<file path="config.mk">
export PLATFORM = sky130hd
export DESIGN_NAME = nipc_top
export DESIGN_NICKNAME = d
export VERILOG_FILES = /design/src/rtl/nipc_pkg.sv /design/src/rtl/nipc_top.sv
export SDC_FILE = /design/constraint.sdc
export NUM_CORES = 1
export LEC_CHECK = 0
export ABC_AREA = 1
export BUFFER_PORTS_ARGS = -buffer_cell sky130_fd_sc_hd__buf_4
export CAP_MARGIN = 25
export CORE_MARGIN = 1.5
export CORE_UTILIZATION = 25
export CTS_CLUSTER_SIZE = 20
export DETAILED_ROUTE_END_ITERATION = 10
export GPL_TIMING_DRIVEN = 0
export MAX_ROUTING_LAYER = met4
export PLACE_DENSITY = 0.38
export SLEW_MARGIN = 10
export SYNTH_ARGS = -nofsm -noshare
export SYNTH_HDL_FRONTEND = slang
export SYNTH_SLANG_ARGS = --single-unit
export TNS_END_PERCENT = 30
</file>
<file path="constraint.sdc">
create_clock -name sys_clk -period 19.2 [get_ports sys_clk]
set_input_delay 2.88 -clock sys_clk [delete_from_list [all_inputs] [get_ports sys_clk]]
set_output_delay 2.88 -clock sys_clk [all_outputs]
set_load 0.005 [all_outputs]
</file>
<file path="src/rtl/nipc_pkg.sv">
package nipc_pkg;

	// Register word width and address width of the register port.
	localparam int DATA_W = 16;
	localparam int ADDR_W = 5;

	// Register offsets as byte addresses of 16-bit words.
	localparam logic [ADDR_W-1:0] OFS_STATUS = 5'h00;
	localparam logic [ADDR_W-1:0] OFS_STACK  = 5'h02;
	localparam logic [ADDR_W-1:0] OFS_LEVEL0 = 5'h04;
	localparam logic [ADDR_W-1:0] OFS_LEVEL1 = 5'h06;

	// Status and control field positions.
	localparam int POS_ENABLE = 7;
	localparam int POS_EMPTY  = 5;
	localparam int POS_FULL   = 4;
	localparam int POS_MASK   = 0;

	// Values after reset.
	localparam logic [DATA_W-1:0] RST_LEVEL = 16'hffff;
	localparam logic [1:0]        LVL_LOW   = 2'h3;

	// Source count, level registers and virtual stack size.
	localparam int NUM_SRC   = 16;
	localparam int NUM_LREG  = 2;
	localparam int SRC_W     = 4;
	localparam int STK_DEPTH = 4;
	localparam logic [2:0] SP_EMPTY = 3'h0;
	localparam logic [2:0] SP_FULL  = 3'h4;

	// Register port request.
	typedef struct packed {
		logic [ADDR_W-1:0] addr;
		logic [DATA_W-1:0] wdata;
		logic              wr;
		logic              rd;
	} nipc_reg_req_s;

	// Maskable request presented to the CPU.
	typedef struct packed {
		logic             valid;
		logic [1:0]       level;
		logic [SRC_W-1:0] id;
	} nipc_cpu_irq_s;

endpackage

</file>
<file path="src/rtl/nipc_top.sv">
// What this block does
// - two-bit level per source, zero highest.
// - levels return to three after reset, shutdown.
// - level registers accessible at any time.
// - reset and NMI bypass, beat maskable requests.
// - at most one request to CPU.
// - higher priority preempts ongoing service when nesting.
// - lower priority waits while nesting.
// - equal levels resolved by vector rank.
// - bypass passes requests by rank, ignoring levels.
// - higher vector address means higher rank.
// - bypass lets any later request preempt.
// - forward when stack empty or level above mask, else hold.
// - compare mask is two bits, minimum priority.
// - acceptance pushes level, advances pointer, loads mask.
// - return from interrupt pops stack LIFO.
// - full and empty flags track stack.
// - works up to low power three only.
// - clearing enable bypasses priority comparison.
// - per-source enable and global enable gate.
// - empty at pointer zero, full at four.
// - not-higher request pends, stack unchanged.
// - disabling controller clears virtual stack.
//
// Local design decisions: the register offsets and the plain strobed port.
`timescale 1ns/1ps

module nipc_top (
	// Clock and reset.
	input  wire logic                    sys_clk,
	input  wire logic                    resetn,
	// Register port.
	input  wire nipc_pkg::nipc_reg_req_s regReq,
	output logic [nipc_pkg::DATA_W-1:0]  readData_r,
	// Peripheral interrupt sources.
	input  wire logic [nipc_pkg::NUM_SRC-1:0] srcReq,
	input  wire logic [nipc_pkg::NUM_SRC-1:0] srcEnable,
	// CPU core side.
	input  wire logic                    globalIrqEnable,
	input  wire logic                    nmiReq,
	input  wire logic                    cpuAck,
	input  wire logic                    retiPulse,
	output logic                         cpuNmi_r,
	output nipc_pkg::nipc_cpu_irq_s      cpuIrq_r,
	// Power mode.
	input  wire logic                    deepShutdown
);
	import nipc_pkg::*;
	// All arbitration is combinational from the inputs and registered state, so the request
	// toward the CPU always lags its inputs by exactly one cycle.

	// Level setting registers, eight sources per word.
	logic [DATA_W-1:0] levelReg_r [NUM_LREG];
	// Virtual stack entries and pointer.
	// Entry 0 holds the oldest accept; the pointer addresses the next free entry.
	logic [1:0]        stack_r [STK_DEPTH];
	logic [2:0]        stackPtr_r;
	// Nesting enable bit.
	logic              nestEn_r;
	// Current compare mask and stack flags.
	logic [1:0]        curMask;
	logic              stackEmpty;
	logic              stackFull;
	// Index of the top entry.
	logic [1:0]        topIdx;
	// All levels flattened, source i at bits 2i+1:2i.
	logic [2*NUM_SRC-1:0] levels;
	// Sources that may be forwarded now.
	logic [NUM_SRC-1:0] eligible;
	// Winning candidate: found, level, index.
	// Bit 6 is found, bits 5:4 the level and bits 3:0 the source index.
	logic [SRC_W+2:0]  pick;
	// Push and pop events.
	logic              doPush;
	logic              doPop;
	// Software write that clears the enable bit.
	logic              disableWr;

	// Flattened level view.
	// two bits per source.
	assign levels = {levelReg_r[1], levelReg_r[0]};

	// empty at zero, full at four.
	assign stackEmpty = (stackPtr_r == SP_EMPTY);
	assign stackFull  = (stackPtr_r == SP_FULL);
	assign topIdx     = 2'(stackPtr_r - 3'h1);

	assign curMask = stackEmpty ? LVL_LOW : stack_r[topIdx];

	// Pick the best eligible source; ties go to the higher index.
	// The scan runs from index 0 upward and a later source wins a tie, which
	// gives the higher vector address the higher rank without a second pass.
	// With levels ignored every candidate looks like level 0.
	function automatic logic [SRC_W+2:0] pickSource(input logic [NUM_SRC-1:0] elig,
			input logic [2*NUM_SRC-1:0] lv, input logic useLevel);
		logic             found;
		logic [SRC_W-1:0] id;
		logic [1:0]       best;
		logic [1:0]       lvl;
		found = 1'b0;
		id    = '0;
		best  = LVL_LOW;
		lvl   = 2'h0;
		for (int i = 0; i < NUM_SRC; i++) begin
			lvl = useLevel ? lv[2*i +: 2] : 2'h0;
			if (elig[i] && (!found || lvl <= best)) begin
				found = 1'b1;
				id    = SRC_W'(i);
				best  = lvl;
			end
		end
		return {found, best, id};
	endfunction

	// Eligibility of each source for forwarding.
	// A source drops out when it is gated off, when nesting is on and its
	// level does not beat the compare mask, or when the stack has no room left.
	// An empty stack lets every level through, level 3 included.
	always_comb begin
		for (int i = 0; i < NUM_SRC; i++) begin
			// module enable and global enable gate.
			eligible[i] = srcReq[i] && srcEnable[i] && globalIrqEnable;
			// only levels above the mask pass.
			// equal or lower level stays pending.
			if (nestEn_r && !stackEmpty && (levels[2*i +: 2] >= curMask)) begin
				eligible[i] = 1'b0;
			end
			// A full stack takes no further request.
			if (nestEn_r && stackFull) begin
				eligible[i] = 1'b0;
			end
		end
	end

	assign pick = pickSource(eligible, levels, nestEn_r);

	// Stack events only when nesting is on and awake.
	// The push is taken at the hand-over edge rather than at presentation, so a
	// request that is withdrawn before the CPU takes it leaves no trace on the
	// stack.
	// push at the moment of hand-over.
	assign doPush = nestEn_r && !deepShutdown && cpuAck && cpuIrq_r.valid && !stackFull;
	assign doPop  = nestEn_r && !deepShutdown && retiPulse && !stackEmpty;
	// A status write with the enable bit low clears the stack at that very edge.
	assign disableWr = regReq.wr && (regReq.addr == OFS_STATUS) && !regReq.wdata[POS_ENABLE];

	// Nesting enable bit, cleared by reset and deep shutdown.
	// Only bit 7 of the status word is writable; the flags and the mask are
	// views of the stack and ignore writes.
	always_ff @(posedge sys_clk or negedge resetn) begin
		if (!resetn) begin
			nestEn_r <= 1'b0;
		end else if (deepShutdown) begin
			nestEn_r <= 1'b0;
		end else if (regReq.wr && regReq.addr == OFS_STATUS) begin
			nestEn_r <= regReq.wdata[POS_ENABLE];
		end
	end

	// Level setting registers.
	// Software may rewrite a level while its source is in service; the stack
	// keeps the level that was pushed, so a change counts from the next accept.
	always_ff @(posedge sys_clk or negedge resetn) begin
		if (!resetn) begin
			for (int r = 0; r < NUM_LREG; r++) begin
				levelReg_r[r] <= RST_LEVEL;
			end
		end else if (deepShutdown) begin
			for (int r = 0; r < NUM_LREG; r++) begin
				levelReg_r[r] <= RST_LEVEL;
			end
		end else if (regReq.wr) begin
			if (regReq.addr == OFS_LEVEL0) begin
				levelReg_r[0] <= regReq.wdata;
			end else if (regReq.addr == OFS_LEVEL1) begin
				levelReg_r[1] <= regReq.wdata;
			end
		end
	end

	// Virtual stack pointer and entries.
	// Clearing wins over a push or a pop in the same cycle: leaving nesting or
	// entering deep shutdown must never leave stale levels behind.
	// An accept and a return in the same cycle keep the depth and only
	// overwrite the top entry with the new level.
	always_ff @(posedge sys_clk or negedge resetn) begin
		if (!resetn) begin
			stackPtr_r <= SP_EMPTY;
			for (int s = 0; s < STK_DEPTH; s++) begin
				stack_r[s] <= LVL_LOW;
			end
		end else if (deepShutdown || !nestEn_r || disableWr) begin
			stackPtr_r <= SP_EMPTY;
			for (int s = 0; s < STK_DEPTH; s++) begin
				stack_r[s] <= LVL_LOW;
			end
		end else if (doPush && doPop) begin
			// A pop and a push together replace the top entry.
			stack_r[topIdx] <= cpuIrq_r.level;
		end else if (doPush) begin
			stack_r[stackPtr_r[1:0]] <= cpuIrq_r.level;
			stackPtr_r               <= stackPtr_r + 3'h1;
		end else if (doPop) begin
			stack_r[topIdx] <= LVL_LOW;
			stackPtr_r      <= stackPtr_r - 3'h1;
		end
	end

	// Request toward the CPU, one at a time.
	// The request is dropped for the cycle after an accept so that the CPU
	// never sees the old winner again before the new mask has taken effect.
	// NMI and deep shutdown hold every maskable request back.
	always_ff @(posedge sys_clk or negedge resetn) begin
		if (!resetn) begin
			cpuIrq_r <= '0;
		end else begin
			// re-evaluated every cycle, so higher wins.
			cpuIrq_r.valid <= pick[SRC_W+2] && !nmiReq && !deepShutdown && !cpuAck;
			cpuIrq_r.level <= pick[SRC_W+1:SRC_W];
			cpuIrq_r.id    <= pick[SRC_W-1:0];
		end
	end

	always_ff @(posedge sys_clk or negedge resetn) begin
		if (!resetn) begin
			cpuNmi_r <= 1'b0;
		end else begin
			cpuNmi_r <= nmiReq;
		end
	end

	// Read data stand only in the cycle after the strobe.
	// Unmapped words and idle cycles return zero, so the read data can be
	// OR-ed with those of other slaves.
	always_ff @(posedge sys_clk or negedge resetn) begin
		if (!resetn) begin
			readData_r <= '0;
		end else if (regReq.rd) begin
			if (regReq.addr == OFS_STATUS) begin
				readData_r <= '0;
				readData_r[POS_ENABLE]     <= nestEn_r;
				readData_r[POS_EMPTY]      <= stackEmpty;
				readData_r[POS_FULL]       <= stackFull;
				readData_r[POS_MASK +: 2]  <= curMask;
			end else if (regReq.addr == OFS_STACK) begin
				readData_r <= {8'h00, stack_r[3], stack_r[2], stack_r[1], stack_r[0]};
			end else if (regReq.addr == OFS_LEVEL0) begin
				readData_r <= levelReg_r[0];
			end else if (regReq.addr == OFS_LEVEL1) begin
				readData_r <= levelReg_r[1];
			end else begin
				// Unmapped addresses read as zero.
				readData_r <= '0;
			end
		end else begin
			readData_r <= '0;
		end
	end
endmodule

</file>
# [Word level (Yosys, flattened, before mapping)]
# Cells that the tools add are included.
[word_totals] word_cells=313 inputBits=62 out_inout_bits=24 register_bits=68
[op_classes] magnitude_cmp=35 add_sub_neg=2 n_reduce_logical=129 n_eq_ne=6 bitwise_logic=3 mux=125
[ops] operator="two-way mux 16 bit" count=8
[ops] operator="logical AND 1 bit" count=79
[ops] operator="two-way mux 2 bit" count=37
[ops] operator="two-way mux 32 bit" count=2
[ops] operator="two-way mux 4 bit" count=14
[ops] operator="two-way mux 1 bit" count=51
[ops] operator="greater-or-equal comparator 2 bit" count=16
[ops] operator="two-way mux 8 bit" count=4
[ops] operator="<= comparator 2 bit" count=15
[ops] operator="zero test 1 bit" count=22
[ops] operator="logical OR 1 bit" count=17
[ops] operator="bitwise mux 8 bit" count=2
[ops] operator="two-way mux 3 bit" count=4
[ops] operator="== test 5 x 3 -> 1 bit (second input constant)" count=2
[ops] operator="demux 2 bit (select 2 bit)" count=2
[ops] operator="OR 8 bit" count=1
[ops] operator="nonzero test 2 bit" count=4
[ops] operator="greater-or-equal comparator 3 bit (second input constant)" count=2
[ops] operator="less-than comparator 3 x 1 -> 1 bit (second input constant)" count=2
[ops] operator="NOT 2 -> 3 bit" count=2
[ops] operator="== test 5 x 2 -> 1 bit (second input constant)" count=1
[ops] operator="zero test 5 bit" count=1
[ops] operator="binary-select mux 2 bit (select 2 bit)" count=1
[ops] operator="!= test 2 bit (second input constant)" count=2
[ops] operator="8 further kinds" count=9

# [Depth between registers and ports, before layout]
[depth] depth_word=74 depth_mapped=139 depth_no_buf=139

# [Worst setup path after synthesis]
# Ideal clock, no wire load.
[synth_timing] path_kind="in2reg" start="input port globalIrqEnable" end="register cpuIrq_r[3] (netlist name)" t_required_ps=19083 setup_ps=117 setup_slack_ps=3090 path_stages=118 arrival_time_ps=15993 path_buffers=1 cell_sequence="clkbuf_1 -> nand3_1 -> nor2_1 -> nand2_2 -> nor2_1 -> ha_1 -> nand2_1 -> inv_1 -> a21oi_1 -> nand3_1 -> nand2_1 -> nand2_1 -> nand2_1 -> ha_1 -> a21oi_1 -> a21oi_1 -> nand2_1 -> nand2_1 -> [... 82 more ...] -> nand2_1 -> nand3_1 -> and2_1 -> ha_1 -> inv_1 -> nor2_1 -> o211ai_1 -> nand2_1 -> clkinv_1 -> nand2_1 -> and2_1 -> ha_1 -> nand2_1 -> o211ai_2 -> nand2_4 -> nand2_1 -> inv_2 -> nand2_1"
[synth_between] elab_chain_cells=64 elab_cells_between_ends=151 classes_between="order compare (15); mux (75); reduce/logical (61)"
[synth_lines] element="start, declared" line="nipc_top.sv:39" rtl="input wire logic globalIrqEnable,"
[synth_lines] element="logical AND 1 bit" line="nipc_top.sv:122" rtl="eligible[i] = srcReq[i] && srcEnable[i] && globalIrqEnable;"
[synth_lines] element="two-way mux 1 bit" line="nipc_top.sv:125" rtl="if (nestEn_r && !stackEmpty && (levels[2*i +: 2] >= curMask)) begin"
[synth_lines] element="two-way mux 1 bit" line="nipc_top.sv:129" rtl="if (nestEn_r && stackFull) begin"
[synth_lines] element="two-way mux 2 bit / two-way mux 1 bit (equally long branches)" line="nipc_top.sv:106" rtl="if (elig[i] && (!found || lvl <= best)) begin"
[synth_lines] element="<= comparator 2 bit / zero test 1 bit (equally long branches)" line="nipc_top.sv:106"
[synth_lines] element="logical OR 1 bit" line="nipc_top.sv:106"
[synth_lines] element="logical AND 1 bit" line="nipc_top.sv:106"
[synth_lines] element="two-way mux 2 bit / two-way mux 1 bit (equally long branches)" line="nipc_top.sv:106"
[synth_lines] element="[... 49 more ...]"
[synth_lines] element="logical OR 1 bit" line="nipc_top.sv:106"
[synth_lines] element="logical AND 1 bit" line="nipc_top.sv:106"
[synth_lines] element="two-way mux 2 bit / two-way mux 1 bit (equally long branches)" line="nipc_top.sv:106"
[synth_lines] element="<= comparator 2 bit / zero test 1 bit (equally long branches)" line="nipc_top.sv:106"
[synth_lines] element="logical OR 1 bit" line="nipc_top.sv:106"
[synth_lines] element="logical AND 1 bit" line="nipc_top.sv:106"
[synth_lines] element="two-way mux 4 bit *" line="nipc_top.sv:106"
[synth_lines] element="net pick[3]" line="nipc_top.sv:72" rtl="logic [SRC_W+2:0] pick;"
[synth_lines] element="end, declared" line="nipc_top.sv:44" rtl="output nipc_pkg::nipc_cpu_irq_s cpuIrq_r,"
# The timed path passes the listed nets; every way through them passes the cells marked *.
# A chain may end at the register's enable or synchronous reset.

# [Final worst setup path]
[layout_timing] start="input port globalIrqEnable" end="register cpuIrq_r[1] (netlist name)"
# The elaborated chain is that of the path after synthesis.

==> reports/qor.log <==
[finish] n_diodes 0
[finish] post-route cell area 7230 sq um
[route] First-pass DRT Iterations 4
[placement] HPWL Detailed 15.8 mm
[worst_setup_path] kind of capture point of the worst setup path flop
[logic_synthesis] leading cell type by number of instances after synthesis sky130_fd_sc_hd__nand2_1
[logic_synthesis] total nets after synthesis 976
[worst_setup_path] required time worst endpoint 19430 ps
[die] die area 24200 sq um
[power_and_ir_drop] P per Cell Area 64.1 nW/um^2
[job] maxcap violations 0
[route] vias per cell 4.52
[route] via count 5702
[cts] clock network latency to the later pin of the worst-skew pair 340 ps
[timing] Setup Total Neg Slack 0 ps
[worst_setup_path] r2r endpoint cpuIrq_r[1]
[global_route] gr usage total 17.4%
[logic_synthesis] share of the yosys chip area belonging to registers 30.1%
[worst_setup_path] cell repeated most along the worst path sky130_fd_sc_hd__nand2_1
[hold_path] start point of the worst min-delay path stack_r[5]
[worst_setup_path] nature of the critical path startpoint input pin
[cts] CTS tree yes
[logic_synthesis] Syn Inst Count 847
[logic_synthesis] #FFs+latches synth 68
[logic_synthesis] count of warnings emitted by yosys 0
[timing] Peak Freq 57.7 MHz
[logic_synthesis] xor-xnor portion of the synthesized cell area 0%
[logic_synthesis] Async SR Flop Fraction 100%
[logic_synthesis] syn_area_per_cell 6.87 sq um
[run_status] status finished clean
[power_and_ir_drop] Worst IR Drop VDD 29.8 uV
[logic_synthesis] number of unique standard cell types used by synthesis 43
[die] placeable core area 22800 sq um
[global_route] first-pass GRT wire length 31.3 mm
[logic_synthesis] share of the synthesized area in the top cell type 18.1%
[logic_synthesis] area fraction in compound gates after synthesis 17.1%
[hold_path] worst hold path depth 2
[worst_setup_path] r2r setup slk 2340 ps
[timing] Max Transition Viols Final 0
[logic_synthesis] proportion of synthesized area in mux cells 0%
[cts] count of hold buffers inserted by post-cts repair 0
[placement] IO buf count 83
[worst_setup_path] highest cell delay on the worst timing path 300 ps
[die] starting utilization of the core area 25.6%
[die] Core Rows 55
[timing] worst slew margin relative to its limit 37.1%
[hold_path] worst hold endpoint stack_r[5]
[logic_synthesis] dominant synthesized flop cell sky130_fd_sc_hd__dfstp_2
[route] final routed DRC violation total 0
[worst_setup_path] length in cells of the worst reg-to-reg path 130
[global_route] antenna violations before repair 0
[worst_setup_path] highest-delay cell along the critical path sky130_fd_sc_hd__ha_1
[die] height of the die 156 um
[placement] post-place instance area 6870 sq um
[logic_synthesis] top cells by instance count after synthesis sky130_fd_sc_hd__nand2_1 (179), sky130_fd_sc_hd__inv_1 (139), sky130_fd_sc_hd__nor2_1 (87)
[die] I/O pin count 86
[placement] global placement routability congestion 0.795
[finish] share of layout cells above drive strength 1 18.3%
[timing] final clock skew 6.58 ps
[finish] core utilization of the finished layout 31.7%
[logic_synthesis] simple-gate share of the synthesized area 27.6%
[die] horizontal extent of the die 156 um
[worst_setup_path] arrival time worst endpoint 17550 ps
[cts] Max Root-Sink Buffers 2
[timing] share of the clock period used by the worst path after layout 90.2%
[logic_synthesis] number of enable-type register cells in the synthesized netlist 0
[route] Iter 0 DRT Violations 342
[worst_setup_path] origin of the critical flop-to-flop path stackPtr_r[0]
[timing] Final Worst Setup Slack 1880 ps
[cts] CTS buffer count 9
[logic_synthesis] combinational family with the most area after synthesis simple AND/OR/NAND/NOR gates
[global_route] via count of the first global-routing pass 5504
[finish] layout-stage area growth over the synthesis result 24.2%
[worst_setup_path] start point of the critical path globalIrqEnable
[timing] final setup violation count 0
[cts] clk sinks 68
[route] Antenna Nets Post-Route 0
[cts] # H-tree levels 3
[power_and_ir_drop] overall power after layout 464 uW
[placement] Place WS 1150 ps
[route] wire length reported by the detailed router 20.0 mm
[finish] # nets final 1073
[global_route] total overflow reported by the global router 0
[cts] cell at the root of the clock tree sky130_fd_sc_hd__clkbuf_16
[hold_path] class of the most critical hold timing path flop to flop
[finish] number of inserted filler cells in the final layout 2543
[logic_synthesis] main area contributors after synthesis sky130_fd_sc_hd__dfstp_2 (18%), sky130_fd_sc_hd__ha_1 (14%), sky130_fd_sc_hd__dfrtp_1 (12%), sky130_fd_sc_hd__nand2_1 (12%), sky130_fd_sc_hd__inv_1 (9.0%)
[power_and_ir_drop] static leakage 0.00383 uW
[global_route] maximum number of pins on one net before global-route repair 69
[timing] Slew @ Worst Pin 944 ps
[logic_synthesis] adder-cell area share of the yosys netlist 14.4%
[logic_synthesis] most area-hungry cell type in the Yosys netlist sky130_fd_sc_hd__dfstp_2
[timing] final count of hold timing violations 0
[route] detail-routed net length per standard cell 15.8 um
[worst_setup_path] crit path kind input pin to flop
[timing] time the worst path needs with I/O delays and setup 17320 ps
[worst_setup_path] maximum fanout along the worst path 7
[cts] clock edge transition at the registers on the reported setup and hold paths 60 ps
[logic_synthesis] post-synthesis cell area 5820 sq um
layout make-up:
| class | instances | area, sq um | area share, % |
|---|---|---|---|
| inverters | 146 | 549 | 7.60 |
| flip-flops and latches | 68 | 1750 | 24.2 |
| well taps | 313 | 392 | 5.42 |
| clock inverters | 6 | 86.3 | 1.19 |
| multi-input cells | 612 | 3470 | 48.0 |
| plain buffers | 21 | 82.6 | 1.14 |
| clock buffers | 10 | 239 | 3.31 |
| repair buffers | 86 | 657 | 9.08 |
cell usage in the layout (no fill, tap or decap), types with 4 or more instances in the layout:
cell type and instances:
sky130_fd_sc_hd__nand2_1 174, sky130_fd_sc_hd__inv_1 139, sky130_fd_sc_hd__nor2_1 86, sky130_fd_sc_hd__buf_4 84
sky130_fd_sc_hd__a21oi_1 77, sky130_fd_sc_hd__ha_1 67, sky130_fd_sc_hd__nand3_1 58, sky130_fd_sc_hd__o21ai_0 48
sky130_fd_sc_hd__dfstp_2 40, sky130_fd_sc_hd__dfrtp_1 28, sky130_fd_sc_hd__clkbuf_1 15, sky130_fd_sc_hd__a21boi_0 13
sky130_fd_sc_hd__and2_1 13, sky130_fd_sc_hd__clkbuf_16 9, sky130_fd_sc_hd__nand2_2 8, sky130_fd_sc_hd__nand4_1 8
sky130_fd_sc_hd__nor3_1 7, sky130_fd_sc_hd__a31oi_1 6, sky130_fd_sc_hd__inv_2 5, sky130_fd_sc_hd__o211ai_1 5
sky130_fd_sc_hd__o22ai_1 4
cell families after synthesis:
| group | Yosys count |
|---|---|
| AO/OA/AOI/OAI | 173 |
| adder cells (fa/ha/maj) | 67 |
| buffers and inverters | 167 |
| flip-flops | 68 |
| AND/OR/NAND/NOR | 372 |
critical path, delay by kind of cell:
| kind | cells | cell delay (ps) |
|---|---|---|
| AO/OA/AOI/OAI | 27 | 2920 |
| adder cells (fa/ha/maj) | 15 | 4180 |
| buffers and inverters | 20 | 1640 |
| AND/OR/NAND/NOR | 61 | 5880 |
where the power goes:
part | internal (uW) | total (uW) | switching (uW)
sequential | 158 | 172 | 13.8
combinational | 45.4 | 105 | 59.4
clock | 117 | 187 | 69.8
per-layer routing:
layer	share of wire, %	global-route usage (%)
met1	51	24.6
met2	44	26.6
met3	3.0	1.86
met4	1.4	4.35
met5	0	-
repair_timing:
item	4_1_cts	5_1_grt
gates resized for setup	0	10
buffers inserted	0	1
endpoints found under the setup margin	0	6
sequential cells by signal, indices dropped and copies added (netlist names):
register	count
levelReg_r	32
readData_r	16
stack_r	8
cpuIrq_r	7
stackPtr_r	3
cpuNmi_r	1
nestEn_r	1
per-stage QoR:
step | hold slack [ps] | cells
5_1_grt | 538 | 1262
3_5_place_dp | 507 | 1245
4_1_cts | 512 | 1261
2_1_floorplan | 461 | 847
6_report | 513 | 1262
3_3_place_gp | 504 | 1243
how the worst max path moves through the flow:
stage | endpoint | slack (ps) | cells after the start
finish | cpuIrq_r[1] | 1880 | 123
global route | cpuIrq_r[1] | -40 | 123
CTS | cpuIrq_r[1] | 1420 | 124
detailed placement | cpuIrq_r[1] | 1150 | 122
global placement | cpuIrq_r[1] | 760 | 126
floorplan | cpuIrq_r[3] | 3090 | 118
Power figures use the tool's default switching activity.
